## config.mk

```make
export PLATFORM = sky130hd
export DESIGN_NAME = flash_host
export DESIGN_NICKNAME = d
export VERILOG_FILES = /design/src/flash_host_pkg.sv /design/src/flash_cycle.sv /design/src/flash_host.sv
export SDC_FILE = /design/constraint.sdc
export NUM_CORES = 1
export LEC_CHECK = 0
export BUFFER_PORTS_ARGS = -buffer_cell sky130_fd_sc_hd__buf_2
export CORE_ASPECT_RATIO = 0.5
export CORE_MARGIN = 2
export CORE_UTILIZATION = 52
export DETAILED_ROUTE_END_ITERATION = 6
export PLACE_DENSITY = 0.76
export SYNTH_ARGS = -nofsm -noshare
export SYNTH_HDL_FRONTEND = slang
export SYNTH_SLANG_ARGS = --single-unit
```

## constraint.sdc

```tcl
create_clock -name sys_clk -period 2.5 [get_ports sys_clk]
set_input_delay 0.25 -clock sys_clk [delete_from_list [all_inputs] [get_ports sys_clk]]
set_output_delay 0.25 -clock sys_clk [all_outputs]
set_load 0.02 [all_outputs]
```

## src/flash_host_pkg.sv

```systemverilog
/*
  Shared constants and types for the flash bypass-mode host controller:
  command codes, status bit positions, register offsets, pin bundles and
  strobe timing. Assumes a 16-bit NOR flash on a 100 MHz controller clock.
*/
package flash_host_pkg;

  // ==========================================================================
  // widths and clock
  localparam int FA_W          = 24;
  localparam int DQ_W          = 16;
  localparam int CLK_PERIOD_NS = 10;
  localparam int SYNC_STAGES   = 2;

  // ==========================================================================
  // strobe timing in ns and the derived clock counts (least times round up)
  localparam int T_SETUP_NS = 20;
  localparam int T_WP_NS    = 40;
  localparam int T_WPH_NS   = 30;
  localparam int T_ACC_NS   = 110;
  localparam int T_OEH_NS   = 20;

  function automatic logic [7:0] ns_to_cyc(input int ns);
    int c;
    c = (ns + CLK_PERIOD_NS - 1) / CLK_PERIOD_NS;
    if (c < 1) c = 1;
    return 8'(c);
  endfunction : ns_to_cyc

  localparam logic [7:0] SETUP_CNT = ns_to_cyc(T_SETUP_NS);
  localparam logic [7:0] WP_CNT    = ns_to_cyc(T_WP_NS);
  localparam logic [7:0] WPH_CNT   = ns_to_cyc(T_WPH_NS);
  localparam logic [7:0] ACC_CNT   = 8'(ns_to_cyc(T_ACC_NS) + SYNC_STAGES);
  localparam logic [7:0] OEH_CNT   = ns_to_cyc(T_OEH_NS);

  // ==========================================================================
  // flash command cycles
  localparam logic [FA_W-1:0] UNLOCK_ADDR1 = 24'h000555;
  localparam logic [FA_W-1:0] UNLOCK_ADDR2 = 24'h0002AA;
  localparam logic [FA_W-1:0] ANY_ADDR     = 24'h000000;
  localparam logic [DQ_W-1:0] UNLOCK_DATA1 = 16'h00AA;
  localparam logic [DQ_W-1:0] UNLOCK_DATA2 = 16'h0055;
  localparam logic [DQ_W-1:0] BYPASS_ENTRY = 16'h0020;
  localparam logic [DQ_W-1:0] BYPASS_PROG  = 16'h00A0;
  localparam logic [DQ_W-1:0] BYPASS_EXIT1 = 16'h0090;
  localparam logic [DQ_W-1:0] BYPASS_EXIT2 = 16'h0000;

  // status bit positions on the flash data bus
  localparam int DATA_POLLING_BIT  = 7;
  localparam int FIRST_TOGGLE_BIT  = 6;
  localparam int TIMING_LIMIT_FLAG = 5;
  localparam int SECTOR_TOGGLE_BIT = 2;
  localparam int BUFFER_ABORT_FLAG = 1;

  // ==========================================================================
  // software operation codes
  localparam logic [2:0] OP_ENTER  = 3'h1;
  localparam logic [2:0] OP_PROG   = 3'h2;
  localparam logic [2:0] OP_EXIT   = 3'h3;
  localparam logic [2:0] OP_READ   = 3'h4;
  localparam logic [2:0] OP_TOGGLE = 3'h5;

  // ==========================================================================
  // register map (byte offsets) and status fields
  localparam logic [7:0] REG_CMD    = 8'h00;
  localparam logic [7:0] REG_ADDR   = 8'h04;
  localparam logic [7:0] REG_WDATA  = 8'h08;
  localparam logic [7:0] REG_STATUS = 8'h0C;
  localparam logic [7:0] REG_RDATA  = 8'h10;

  localparam int ST_BUSY    = 0;
  localparam int ST_BYPASS  = 1;
  localparam int ST_DONE    = 2;
  localparam int ST_FAIL    = 3;
  localparam int ST_REFUSED = 4;
  localparam int ST_ABORT   = 5;
  localparam int ST_SECTOR  = 6;

  // ==========================================================================
  // carriers
  typedef struct packed {
    logic            wr;
    logic [FA_W-1:0] addr;
    logic [DQ_W-1:0] data;
  } flash_req_t;

  typedef struct packed {
    logic            ce_n;
    logic            oe_n;
    logic            we_n;
    logic            dq_oe_n;
    logic [FA_W-1:0] addr;
    logic [DQ_W-1:0] dq_out;
  } flash_pins_t;

endpackage : flash_host_pkg

```

## src/flash_cycle.sv

```systemverilog
/*
  One asynchronous flash bus cycle (write or read) timed in clock counts.
  Assumes requests arrive only while idle; dq_in is asynchronous.
*/
`timescale 1ns/1ns
module flash_cycle (
  // clock and reset
  input  wire logic                           sys_clk,
  input  wire logic                           arst_n,
  input  wire logic                           clk_en,
  // request side
  input  wire logic                           req_valid,
  input  wire flash_host_pkg::flash_req_t     req,
  output logic                                done_ff,
  output logic [flash_host_pkg::DQ_W-1:0]     rdata_ff,
  // flash pins
  input  wire logic [flash_host_pkg::DQ_W-1:0] dq_in,
  output flash_host_pkg::flash_pins_t         pins_ff
);

  typedef enum logic [3:0] {
    CY_IDLE    = 4'b0001,
    CY_SETUP   = 4'b0010,
    CY_STROBE  = 4'b0100,
    CY_RECOVER = 4'b1000
  } cyc_state_t;

  cyc_state_t                      state_ff, nxt_state;
  logic [7:0]                      cnt_ff, nxt_cnt;
  logic                            nxt_done;
  logic [flash_host_pkg::DQ_W-1:0] nxt_rdata, dq_meta_ff, dq_sync_ff;
  flash_host_pkg::flash_req_t      req_ff, nxt_req;
  flash_host_pkg::flash_pins_t     nxt_pins;
  wire                             last = (cnt_ff == 8'h01);

  // ==========================================================================
  // cycle sequencing
  always_comb begin
    nxt_state = state_ff;
    nxt_cnt   = cnt_ff;
    nxt_done  = 1'b0;
    nxt_rdata = rdata_ff;
    nxt_req   = req_ff;
    unique case (state_ff)
      CY_IDLE: if (req_valid) begin
        nxt_req   = req;
        nxt_state = CY_SETUP;
        nxt_cnt   = req.wr ? flash_host_pkg::SETUP_CNT
                           : flash_host_pkg::ACC_CNT;
      end
      CY_SETUP: if (last) begin
        if (req_ff.wr) begin
          nxt_state = CY_STROBE;
          nxt_cnt   = flash_host_pkg::WP_CNT;
        end else begin
          nxt_rdata = dq_sync_ff;       // sampled after access + sync
          nxt_state = CY_RECOVER;
          nxt_cnt   = flash_host_pkg::OEH_CNT;
        end
      end else begin
        nxt_cnt = cnt_ff - 8'h01;
      end
      CY_STROBE: if (last) begin
        nxt_state = CY_RECOVER;
        nxt_cnt   = flash_host_pkg::WPH_CNT;
      end else begin
        nxt_cnt = cnt_ff - 8'h01;
      end
      CY_RECOVER: if (last) begin
        nxt_state = CY_IDLE;
        nxt_done  = 1'b1;
      end else begin
        nxt_cnt = cnt_ff - 8'h01;
      end
    endcase
  end

  // pin levels follow the next state; reads release ce and oe between
  // accesses so each status read is a separate access
  assign nxt_pins.ce_n    = (nxt_state == CY_IDLE) |
                            (!nxt_req.wr & (nxt_state == CY_RECOVER));
  assign nxt_pins.oe_n    = nxt_req.wr | (nxt_state != CY_SETUP);
  assign nxt_pins.we_n    = (nxt_state != CY_STROBE);
  assign nxt_pins.dq_oe_n = !(nxt_req.wr && (nxt_state != CY_IDLE));
  assign nxt_pins.addr    = nxt_req.addr;
  assign nxt_pins.dq_out  = nxt_req.data;

  // state, pins and input synchroniser
  always_ff @(posedge sys_clk or negedge arst_n) begin
    if (!arst_n) begin
      state_ff   <= CY_IDLE;
      cnt_ff     <= 8'h00;
      done_ff    <= 1'b0;
      rdata_ff   <= 16'h0000;
      req_ff     <= '0;
      pins_ff    <= {4'hF, 24'h000000, 16'h0000};
      dq_meta_ff <= 16'h0000;
      dq_sync_ff <= 16'h0000;
    end else if (clk_en) begin
      state_ff   <= nxt_state;
      cnt_ff     <= nxt_cnt;
      done_ff    <= nxt_done;
      rdata_ff   <= nxt_rdata;
      req_ff     <= nxt_req;
      pins_ff    <= nxt_pins;
      dq_meta_ff <= dq_in;
      dq_sync_ff <= dq_meta_ff;
    end
  end

endmodule : flash_cycle

```

## src/flash_host.sv

```systemverilog
/*
  Host controller that drives a NOR flash through unlock-bypass entry,
  bypass word programming, bypass exit, plain reads and status polling.
  Software reaches it over APB; the flash pins are asynchronous.
*/
// The implementer's own choices: the register addresses and the APB interface to the registers.
`timescale 1ns/1ns
module flash_host (
  // clock and reset
  input  wire logic                           sys_clk,
  input  wire logic                           arst_n,
  input  wire logic                           clk_en,
  // apb slave
  input  wire logic                           psel,
  input  wire logic                           penable,
  input  wire logic                           pwrite,
  input  wire logic [7:0]                     paddr,
  input  wire logic [31:0]                    pwdata,
  output logic [31:0]                         prdata_ff,
  output logic                                pready_ff,
  output logic                                pslverr_ff,
  // flash pins
  input  wire logic [flash_host_pkg::DQ_W-1:0] dq_in,
  output flash_host_pkg::flash_pins_t         pins_ff
);

  typedef enum logic [3:0] {
    M_IDLE  = 4'b0001,
    M_ISSUE = 4'b0010,
    M_POLL  = 4'b0100,
    M_FINAL = 4'b1000
  } main_state_t;

  main_state_t                     state_ff, nxt_state;
  logic [2:0]                      op_ff;
  logic [1:0]                      step_ff;
  logic [flash_host_pkg::FA_W-1:0] addr_ff;
  logic [flash_host_pkg::DQ_W-1:0] wdata_ff, rdata_ff;
  logic                            bypass_ff, done_ff, fail_ff;
  logic                            refused_ff, abort_ff, sector_ff;
  logic                            first_ff, recheck_ff, prev_tog_ff;
  logic                            cyc_req_ff;
  flash_host_pkg::flash_req_t      cyc_cmd_ff;
  logic                            cyc_done;
  logic [flash_host_pkg::DQ_W-1:0] cyc_rdata;

  // ==========================================================================
  // bus cycle engine
  flash_cycle u_cycle (
    .sys_clk   (sys_clk),
    .arst_n    (arst_n),
    .clk_en    (clk_en),
    .req_valid (cyc_req_ff),
    .req       (cyc_cmd_ff),
    .done_ff   (cyc_done),
    .rdata_ff  (cyc_rdata),
    .dq_in     (dq_in),
    .pins_ff   (pins_ff)
  );

  // ==========================================================================
  // apb decode: zero-wait answer, pready high in every access phase
  wire apb_setup  = psel & ~penable;
  wire apb_wr     = psel & penable & pwrite & pready_ff;
  wire hit_cmd    = (paddr == flash_host_pkg::REG_CMD);
  wire hit_addr   = (paddr == flash_host_pkg::REG_ADDR);
  wire hit_wdata  = (paddr == flash_host_pkg::REG_WDATA);
  wire hit_status = (paddr == flash_host_pkg::REG_STATUS);
  wire hit_rdata  = (paddr == flash_host_pkg::REG_RDATA);
  wire mapped     = hit_cmd | hit_addr | hit_wdata | hit_status | hit_rdata;
  wire idle       = (state_ff == M_IDLE);

  wire [31:0] status_word = {25'h0, sector_ff, abort_ff, refused_ff,
                             fail_ff, done_ff, bypass_ff, ~idle};
  wire [31:0] rd_mux = hit_status ? status_word :
                       hit_addr   ? 32'(addr_ff) :
                       hit_wdata  ? {16'h0000, wdata_ff} :
                       hit_rdata  ? {16'h0000, rdata_ff} : 32'h00000000;

  // command acceptance: only orders legal in the current mode start
  wire [2:0] new_op  = pwdata[2:0];
  wire cmd_wr        = apb_wr & hit_cmd;
  wire op_legal      = (new_op == flash_host_pkg::OP_ENTER  & ~bypass_ff) |
                       (new_op == flash_host_pkg::OP_PROG   &  bypass_ff) |
                       (new_op == flash_host_pkg::OP_EXIT   &  bypass_ff) |
                       (new_op == flash_host_pkg::OP_READ)                |
                       (new_op == flash_host_pkg::OP_TOGGLE);
  wire start         = cmd_wr & idle & op_legal;
  wire refuse        = cmd_wr & ~start;

  // ==========================================================================
  // command steps: unlock entry, bypass program, bypass exit, read
  wire [1:0] last_step =
    (op_ff == flash_host_pkg::OP_ENTER) ? 2'd2 :
    (op_ff == flash_host_pkg::OP_PROG ||
     op_ff == flash_host_pkg::OP_EXIT)  ? 2'd1 : 2'd0;

  wire [1:0] nxt_step = step_ff + 2'd1;

  // status reads always go to the programmed or erasing address
  flash_host_pkg::flash_req_t poll_rd;
  assign poll_rd = '{wr: 1'b0, addr: addr_ff, data: 16'h0000};

  // first cycle of a newly accepted order, issued with start
  flash_host_pkg::flash_req_t first_req;
  always_comb begin
    first_req = poll_rd;
    unique case (new_op)
      flash_host_pkg::OP_ENTER:
        first_req = '{1'b1, flash_host_pkg::UNLOCK_ADDR1,
                      flash_host_pkg::UNLOCK_DATA1};
      flash_host_pkg::OP_PROG:
        first_req = '{1'b1, flash_host_pkg::ANY_ADDR,
                      flash_host_pkg::BYPASS_PROG};
      flash_host_pkg::OP_EXIT:
        first_req = '{1'b1, flash_host_pkg::ANY_ADDR,
                      flash_host_pkg::BYPASS_EXIT1};
      default: first_req = poll_rd;
    endcase
  end

  // follow-on cycles: the command for the step about to be issued
  flash_host_pkg::flash_req_t step_req;
  always_comb begin
    step_req = poll_rd;
    unique case (op_ff)
      flash_host_pkg::OP_ENTER: begin
        unique case (nxt_step)
          2'd1: step_req = '{1'b1, flash_host_pkg::UNLOCK_ADDR2,
                             flash_host_pkg::UNLOCK_DATA2};
          default: step_req = '{1'b1, flash_host_pkg::UNLOCK_ADDR1,
                                flash_host_pkg::BYPASS_ENTRY};
        endcase
      end
      flash_host_pkg::OP_PROG:
        step_req = '{1'b1, addr_ff, wdata_ff};
      flash_host_pkg::OP_EXIT:
        step_req = '{1'b1, flash_host_pkg::ANY_ADDR,
                     flash_host_pkg::BYPASS_EXIT2};
      default: step_req = poll_rd;
    endcase
  end

  // ==========================================================================
  // poll decisions on each returned status read
  wire rd_dp    = cyc_rdata[flash_host_pkg::DATA_POLLING_BIT];
  wire rd_tog   = cyc_rdata[flash_host_pkg::FIRST_TOGGLE_BIT];
  wire rd_limit = cyc_rdata[flash_host_pkg::TIMING_LIMIT_FLAG];
  wire rd_abort = cyc_rdata[flash_host_pkg::BUFFER_ABORT_FLAG];
  wire is_prog  = (op_ff == flash_host_pkg::OP_PROG);
  // polling bit equals written bit 7 once programming is over
  wire dp_match = (rd_dp == wdata_ff[flash_host_pkg::DATA_POLLING_BIT]);
  // toggle bit stopped between two separate reads means finished
  wire tog_stop = ~first_ff & (rd_tog == prev_tog_ff);
  wire finished = is_prog ? dp_match : tog_stop;
  // after the limit flag rose, one more check decides failure
  wire give_up  = recheck_ff | (is_prog & rd_abort);

  // ==========================================================================
  // main sequencer
  always_comb begin
    nxt_state = state_ff;
    unique case (state_ff)
      M_IDLE:  if (start) nxt_state =
                 (new_op == flash_host_pkg::OP_TOGGLE) ? M_POLL : M_ISSUE;
      M_ISSUE: if (cyc_done && step_ff == last_step) nxt_state =
                 is_prog ? M_POLL : M_IDLE;
      M_POLL:  if (cyc_done && (finished || give_up)) nxt_state =
                 (finished ? M_FINAL : M_IDLE);
      M_FINAL: if (cyc_done) nxt_state = M_IDLE;
    endcase
  end

  // sequencer registers and the cycle request it issues
  always_ff @(posedge sys_clk or negedge arst_n) begin
    if (!arst_n) begin
      state_ff    <= M_IDLE;
      op_ff       <= 3'h0;
      step_ff     <= 2'd0;
      cyc_req_ff  <= 1'b0;
      cyc_cmd_ff  <= '0;
      first_ff    <= 1'b1;
      recheck_ff  <= 1'b0;
      prev_tog_ff <= 1'b0;
    end else if (clk_en) begin
      state_ff   <= nxt_state;
      cyc_req_ff <= 1'b0;
      if (start) begin
        op_ff       <= new_op;
        step_ff     <= 2'd0;
        first_ff    <= 1'b1;
        recheck_ff  <= 1'b0;
        cyc_req_ff  <= 1'b1;
        cyc_cmd_ff  <= first_req;
      end else if (cyc_done && nxt_state != M_IDLE) begin
        // next write step, or another status read at the same address
        cyc_req_ff <= 1'b1;
        if (state_ff == M_ISSUE && step_ff != last_step) begin
          step_ff    <= nxt_step;
          cyc_cmd_ff <= step_req;
        end else begin
          cyc_cmd_ff <= poll_rd;
        end
        if (state_ff == M_POLL) begin
          first_ff    <= 1'b0;
          prev_tog_ff <= rd_tog;
          if (rd_limit) recheck_ff <= 1'b1;
        end
      end
    end
  end

  // ==========================================================================
  // software registers, mode and result flags
  always_ff @(posedge sys_clk or negedge arst_n) begin
    if (!arst_n) begin
      addr_ff    <= 24'h000000;
      wdata_ff   <= 16'h0000;
      rdata_ff   <= 16'h0000;
      bypass_ff  <= 1'b0;
      done_ff    <= 1'b0;
      fail_ff    <= 1'b0;
      refused_ff <= 1'b0;
      abort_ff   <= 1'b0;
      sector_ff  <= 1'b0;
    end else if (clk_en) begin
      if (apb_wr && hit_addr && idle) addr_ff <= pwdata[23:0];
      if (apb_wr && hit_wdata && idle) wdata_ff <= pwdata[15:0];
      if (start) begin
        done_ff    <= 1'b0;
        fail_ff    <= 1'b0;
        refused_ff <= 1'b0;
        abort_ff   <= 1'b0;
      end
      if (refuse) refused_ff <= 1'b1;
      if (cyc_done && state_ff == M_ISSUE && step_ff == last_step) begin
        if (op_ff == flash_host_pkg::OP_ENTER) bypass_ff <= 1'b1;
        if (op_ff == flash_host_pkg::OP_EXIT)  bypass_ff <= 1'b0;
        if (op_ff == flash_host_pkg::OP_READ)  rdata_ff  <= cyc_rdata;
        if (!is_prog) done_ff <= 1'b1;
      end
      if (cyc_done && state_ff == M_POLL) begin
        sector_ff <= cyc_rdata[flash_host_pkg::SECTOR_TOGGLE_BIT];
        if (!finished && give_up) begin
          fail_ff  <= 1'b1;
          abort_ff <= is_prog & rd_abort;
          done_ff  <= 1'b1;
        end
      end
      if (cyc_done && state_ff == M_FINAL) begin
        rdata_ff <= cyc_rdata;
        done_ff  <= 1'b1;
      end
    end
  end

  // apb answer registers
  always_ff @(posedge sys_clk or negedge arst_n) begin
    if (!arst_n) begin
      pready_ff  <= 1'b0;
      prdata_ff  <= 32'h00000000;
      pslverr_ff <= 1'b0;
    end else if (clk_en) begin
      pready_ff  <= apb_setup;
      pslverr_ff <= apb_setup & ~mapped;
      if (apb_setup) prdata_ff <= rd_mux;
    end
  end

endmodule : flash_host

```

==> Implementation_results.wiki <==
{| class="wikitable"
! Metric !! Value
|-
| Residual antenna-violating net count after detailed routing || 0
|-
| Startpoint class of the critical path || register
|-
| Weighted congestion at the end of routability-driven global placement || between 0.9 and 1
|-
| Total routing resource utilization after global routing || 0.2282
|-
| Setup slack, reg-to-reg || 0.08 ns
|-
| GR Overflow Total || 0
|-
| Die ar. || about 0.023 mm²
|-
| Arrival time at the worst endpoint || 2.81 ns
|-
| Number of clock sinks || 248
|-
| Endpoint type of the worst setup path || register
|-
| First-pass GRT wire length || roughly 40000 µm
|-
| Mapped Avg Cell Area || approximately 12 µm²
|-
| Port Buffer Count || 123
|-
| Effective utilization at floorplan || 0.5352
|-
| HPWL Detailed || roughly 18000 µm
|-
| Start-to-end type of the worst setup path || register to register
|-
| Setup violations, final || 0
|-
| Count of boundary I/O pins || 140
|-
| Number of antenna violations at the first check in global routing || 0
|-
| Max Slew Vio Count || 0
|-
| Worst setup skew after layout || approximately 0.007 ns
|-
| Detailed Route Iter0 Violations || just under 600
|-
| Number of iterations in the first detailed-routing pass || 5
|-
| Number of placement rows || 37
|-
| Area growth syn-to-layout || 19.47%
|-
| Minimum period implied by the final worst setup slack || approximately 2.4 ns
|-
| Syn Std Cell Area || about 0.011 mm²
|-
| Count of max-cap constraint violations || 0
|-
| Layout cell share with drive strength beyond 1 || 0.3548
|-
| Sequential-to-total area share from yosys stat || 0.5587
|-
| Total placed instance area || between 0.01 and 0.015 mm²
|-
| Die X-Extent || approximately 210 µm
|-
| Unrepaired setup endpoints after global routing || true
|-
| Max Buffers Root-to-Sink || 3
|-
| Via count of the first global-routing pass || ~8k
|-
| Post-synth EDFFs || 0
|-
| Share of async-settable or async-resettable flops after synthesis || 1.000
|-
| Clock-pin slew on the worst setup and hold paths || 0.07 ns
|-
| Final core utilization || 0.6394
|-
| Detailed Route WL || 25700 µm
|-
| Required time worst endpoint || ~2.9 ns
|-
| Final Cycle Share || 0.9671
|-
| TritonCTS buffer count || 22
|-
| Power density of the placed cells || 778.0 mW/mm²
|-
| Peak supply drop || just under 0.0004 V
|-
| Clock network latency to the later pin of the worst-skew pair || between 0.5 and 0.6 ns
|-
| Maximum fanout encountered on the critical timing path || 16
|-
| Syn Inst Count || between 900 and 1k
|-
| Worst slew pin tran || ~0.67 ns
|-
| Leakage || about 0.0066 µW
|-
| Most used DFF post-synth || dfrtp_1
|-
| Warnings from Yosys || 0
|-
| Slew HR || 0.5487
|-
| Core outline area || about 0.021 mm²
|-
| Buffer cell driving the clock tree root || clkbuf_16
|-
| Number of library cell types mapped by synthesis || between 70 and 80
|-
| Layout Nets || ~1.2k
|-
| Hold violation count in the final report || 0
|-
| Flops & latches, synth || 248
|-
| Vias per std cell || between 5 and 6
|-
| Vertical extent of the die || approximately 110 µm
|-
| Largest net degree at the start of global routing || 76
|-
| Via count || ~8k
|-
| Final Instance Area || roughly 0.013 mm²
|-
| Highest attainable clock frequency || 413.6 MHz
|-
| CTS tree || done
|-
| Setup ws final || 0.08221 ns
|-
| Run status || complete, no violations
|-
| WL/cell || around 18 µm
|-
| # H-tree levels || 1
|-
| Residual DRC count || 0
|-
| Hold Path Class || input port to register
|-
| Post-Place Worst Slack || -0.1164 ns
|}
-- state kept, by name, summed over array words and instances (netlist names), 2 cells and up --
name,cells
prdata_ff,24
u_cycle.rdata_ff,16
wdata_ff,16
u_cycle.cnt_ff,8
u_cycle.pins_ff,44
u_cycle.dq_sync_ff,16
rdata_ff,16
u_cycle.dq_meta_ff,16
step_ff,2
u_cycle.state_ff,4
addr_ff,24
state_ff,4
op_ff,3
cyc_cmd_ff,41
-- critical path: stages, from the launching register on --
cell       delay, ns
dfrtp_1         0.38
buf_4           0.18
o21ba_4         0.23
o211ai_1        0.13
and3_4          0.23
a221oi_4        0.30
a211oi_2        0.12
nand2b_4        0.24
clkbuf_16       0.22
a22o_1          0.24
-- what timing repair did --
item | in CTS | in global routing
setup buffers | 0 | 3
resized for setup | 5 | 19
pin swaps | 1 | 4
hold endpoints to repair | 95 | 5
hold buffers | 30 | 4
gates cloned | 0 | 1
setup endpoints to repair | 27 | 43
-- report_power, final --
part           leakage [µW]  switching, µW  total (µW)  internal (µW)
sequential          0.00332            294        4730           4440
combinational       0.00292           1140        2120            983
clock              0.000361           1500        3490           1980
-- logic make-up (layout without fill, tap and decap cells) --
group / after synthesis / count (layout) / share of synthesized area
AOI/OAI and AO/OA: 182 / 182 / 0.1112
xor gates and xnor gates: 5 / 5 / 0.003937
adders and majority gates: 3 / 3 / 0.003375
buffers and inverters: 135 / 295 / 0.06625
DFF: 248 / 248 / 0.5587
muxes: 160 / 160 / 0.1598
other: 1 / 9 / 0.0003371
and+or+nand+nor: 218 / 218 / 0.09639
-- placed cells by master, fill, tap and decap left out, types with 6 or more instances in the layout --
cell type | netlist | layout
inv_1 | 35 | 35
nor2b_1 | 9 | 9
mux2_2 | 137 | 137
clkbuf_16 | 0 | 24
clkbuf_8 | 0 | 6
nand3_1 | 8 | 8
a222oi_1 | 6 | 6
buf_4 | 49 | 53
conb_1 | 1 | 8
buf_2 | 1 | 122
a22o_1 | 21 | 20
mux2i_1 | 22 | 21
dlygate4sd3_1 | 0 | 34
dfrtp_1 | 241 | 241
o2bb2ai_1 | 6 | 6
buf_12 | 0 | 6
a21oi_1 | 28 | 25
nand2_1 | 102 | 102
nor2_1 | 38 | 37
dfstp_2 | 7 | 7
o21ai_0 | 70 | 67
nand4_1 | 6 | 6
-- routing by layer --
metal,track usage,wire length (µm),share of wire
met2,0.3720,12150,0.47
met5,0,0,0
met4,0.05181,478,0.019
met3,0.03442,1466,0.057
met1,0.3264,11600,0.45
-- worst paths after layout --
check | startpoint | to | cells past startpoint
max | op_ff[2] | cyc_cmd_ff[9] | 9
min | pwdata[9] | addr_ff[9] | 2
max reg2reg | op_ff[2] | cyc_cmd_ff[9] | 9
min reg2reg | prdata_ff[1] | prdata_ff[1] | 1
max in group asynchronous | arst_n | wdata_ff[13] | 3
min in group asynchronous | arst_n | u_cycle.req_ff[40] | 2
-- synthesized netlist by cell type (5+ instances only) --
cell type	number	area, µm²
a21oi_1	28	140.1
clkbuf_1	42	157.7
nor3b_1	6	45.04
nand2b_1	6	37.54
inv_1	35	131.4
nand3_1	8	40.04
a21o_1	5	37.54
dfstp_2	7	183.9
and3_1	6	37.54
buf_6	6	67.56
nand2_1	102	382.9
nor2_1	38	142.6
nor3_1	6	30.03
o2bb2ai_1	6	52.55
a221oi_1	5	43.79
o21ai_0	70	350.3
a22o_1	21	183.9
mux2_2	137	1543
mux2i_1	22	220.2
buf_4	49	367.9
dfrtp_1	241	6031
nand4_1	6	37.54
nor2b_1	9	56.30
a222oi_1	6	60.06
-- through the flow --
stage	hold WS, ns	setup TNS, ns	instances	total power [µW]
5_1_grt	-0.003640	-0.5509	1392	10870
3_3_place_gp	0.2638	-0.2810	1314	6636
3_5_place_dp	0.2766	-1.044	1314	6726
6_report	0.01392	0	1393	10340
2_1_floorplan	-0.04559	0	959	6029
4_1_cts	0.002249	0	1384	10260
-- area by class of cell --
cell class / instances / area [µm²]
Sequential cell: 248 / 6215
Clock buffer: 32 / 669.4
Clock inverter: 8 / 83.83
Multi-Input combinational cell: 576 / 4304
Fill cell: 1569 / 7496
Timing Repair Buffer: 220 / 1543
Tap cell: 273 / 341.6
Inverter: 35 / 131.4
Antenna cell: 1 / 2.502
(Power assumes the default switching activity.)
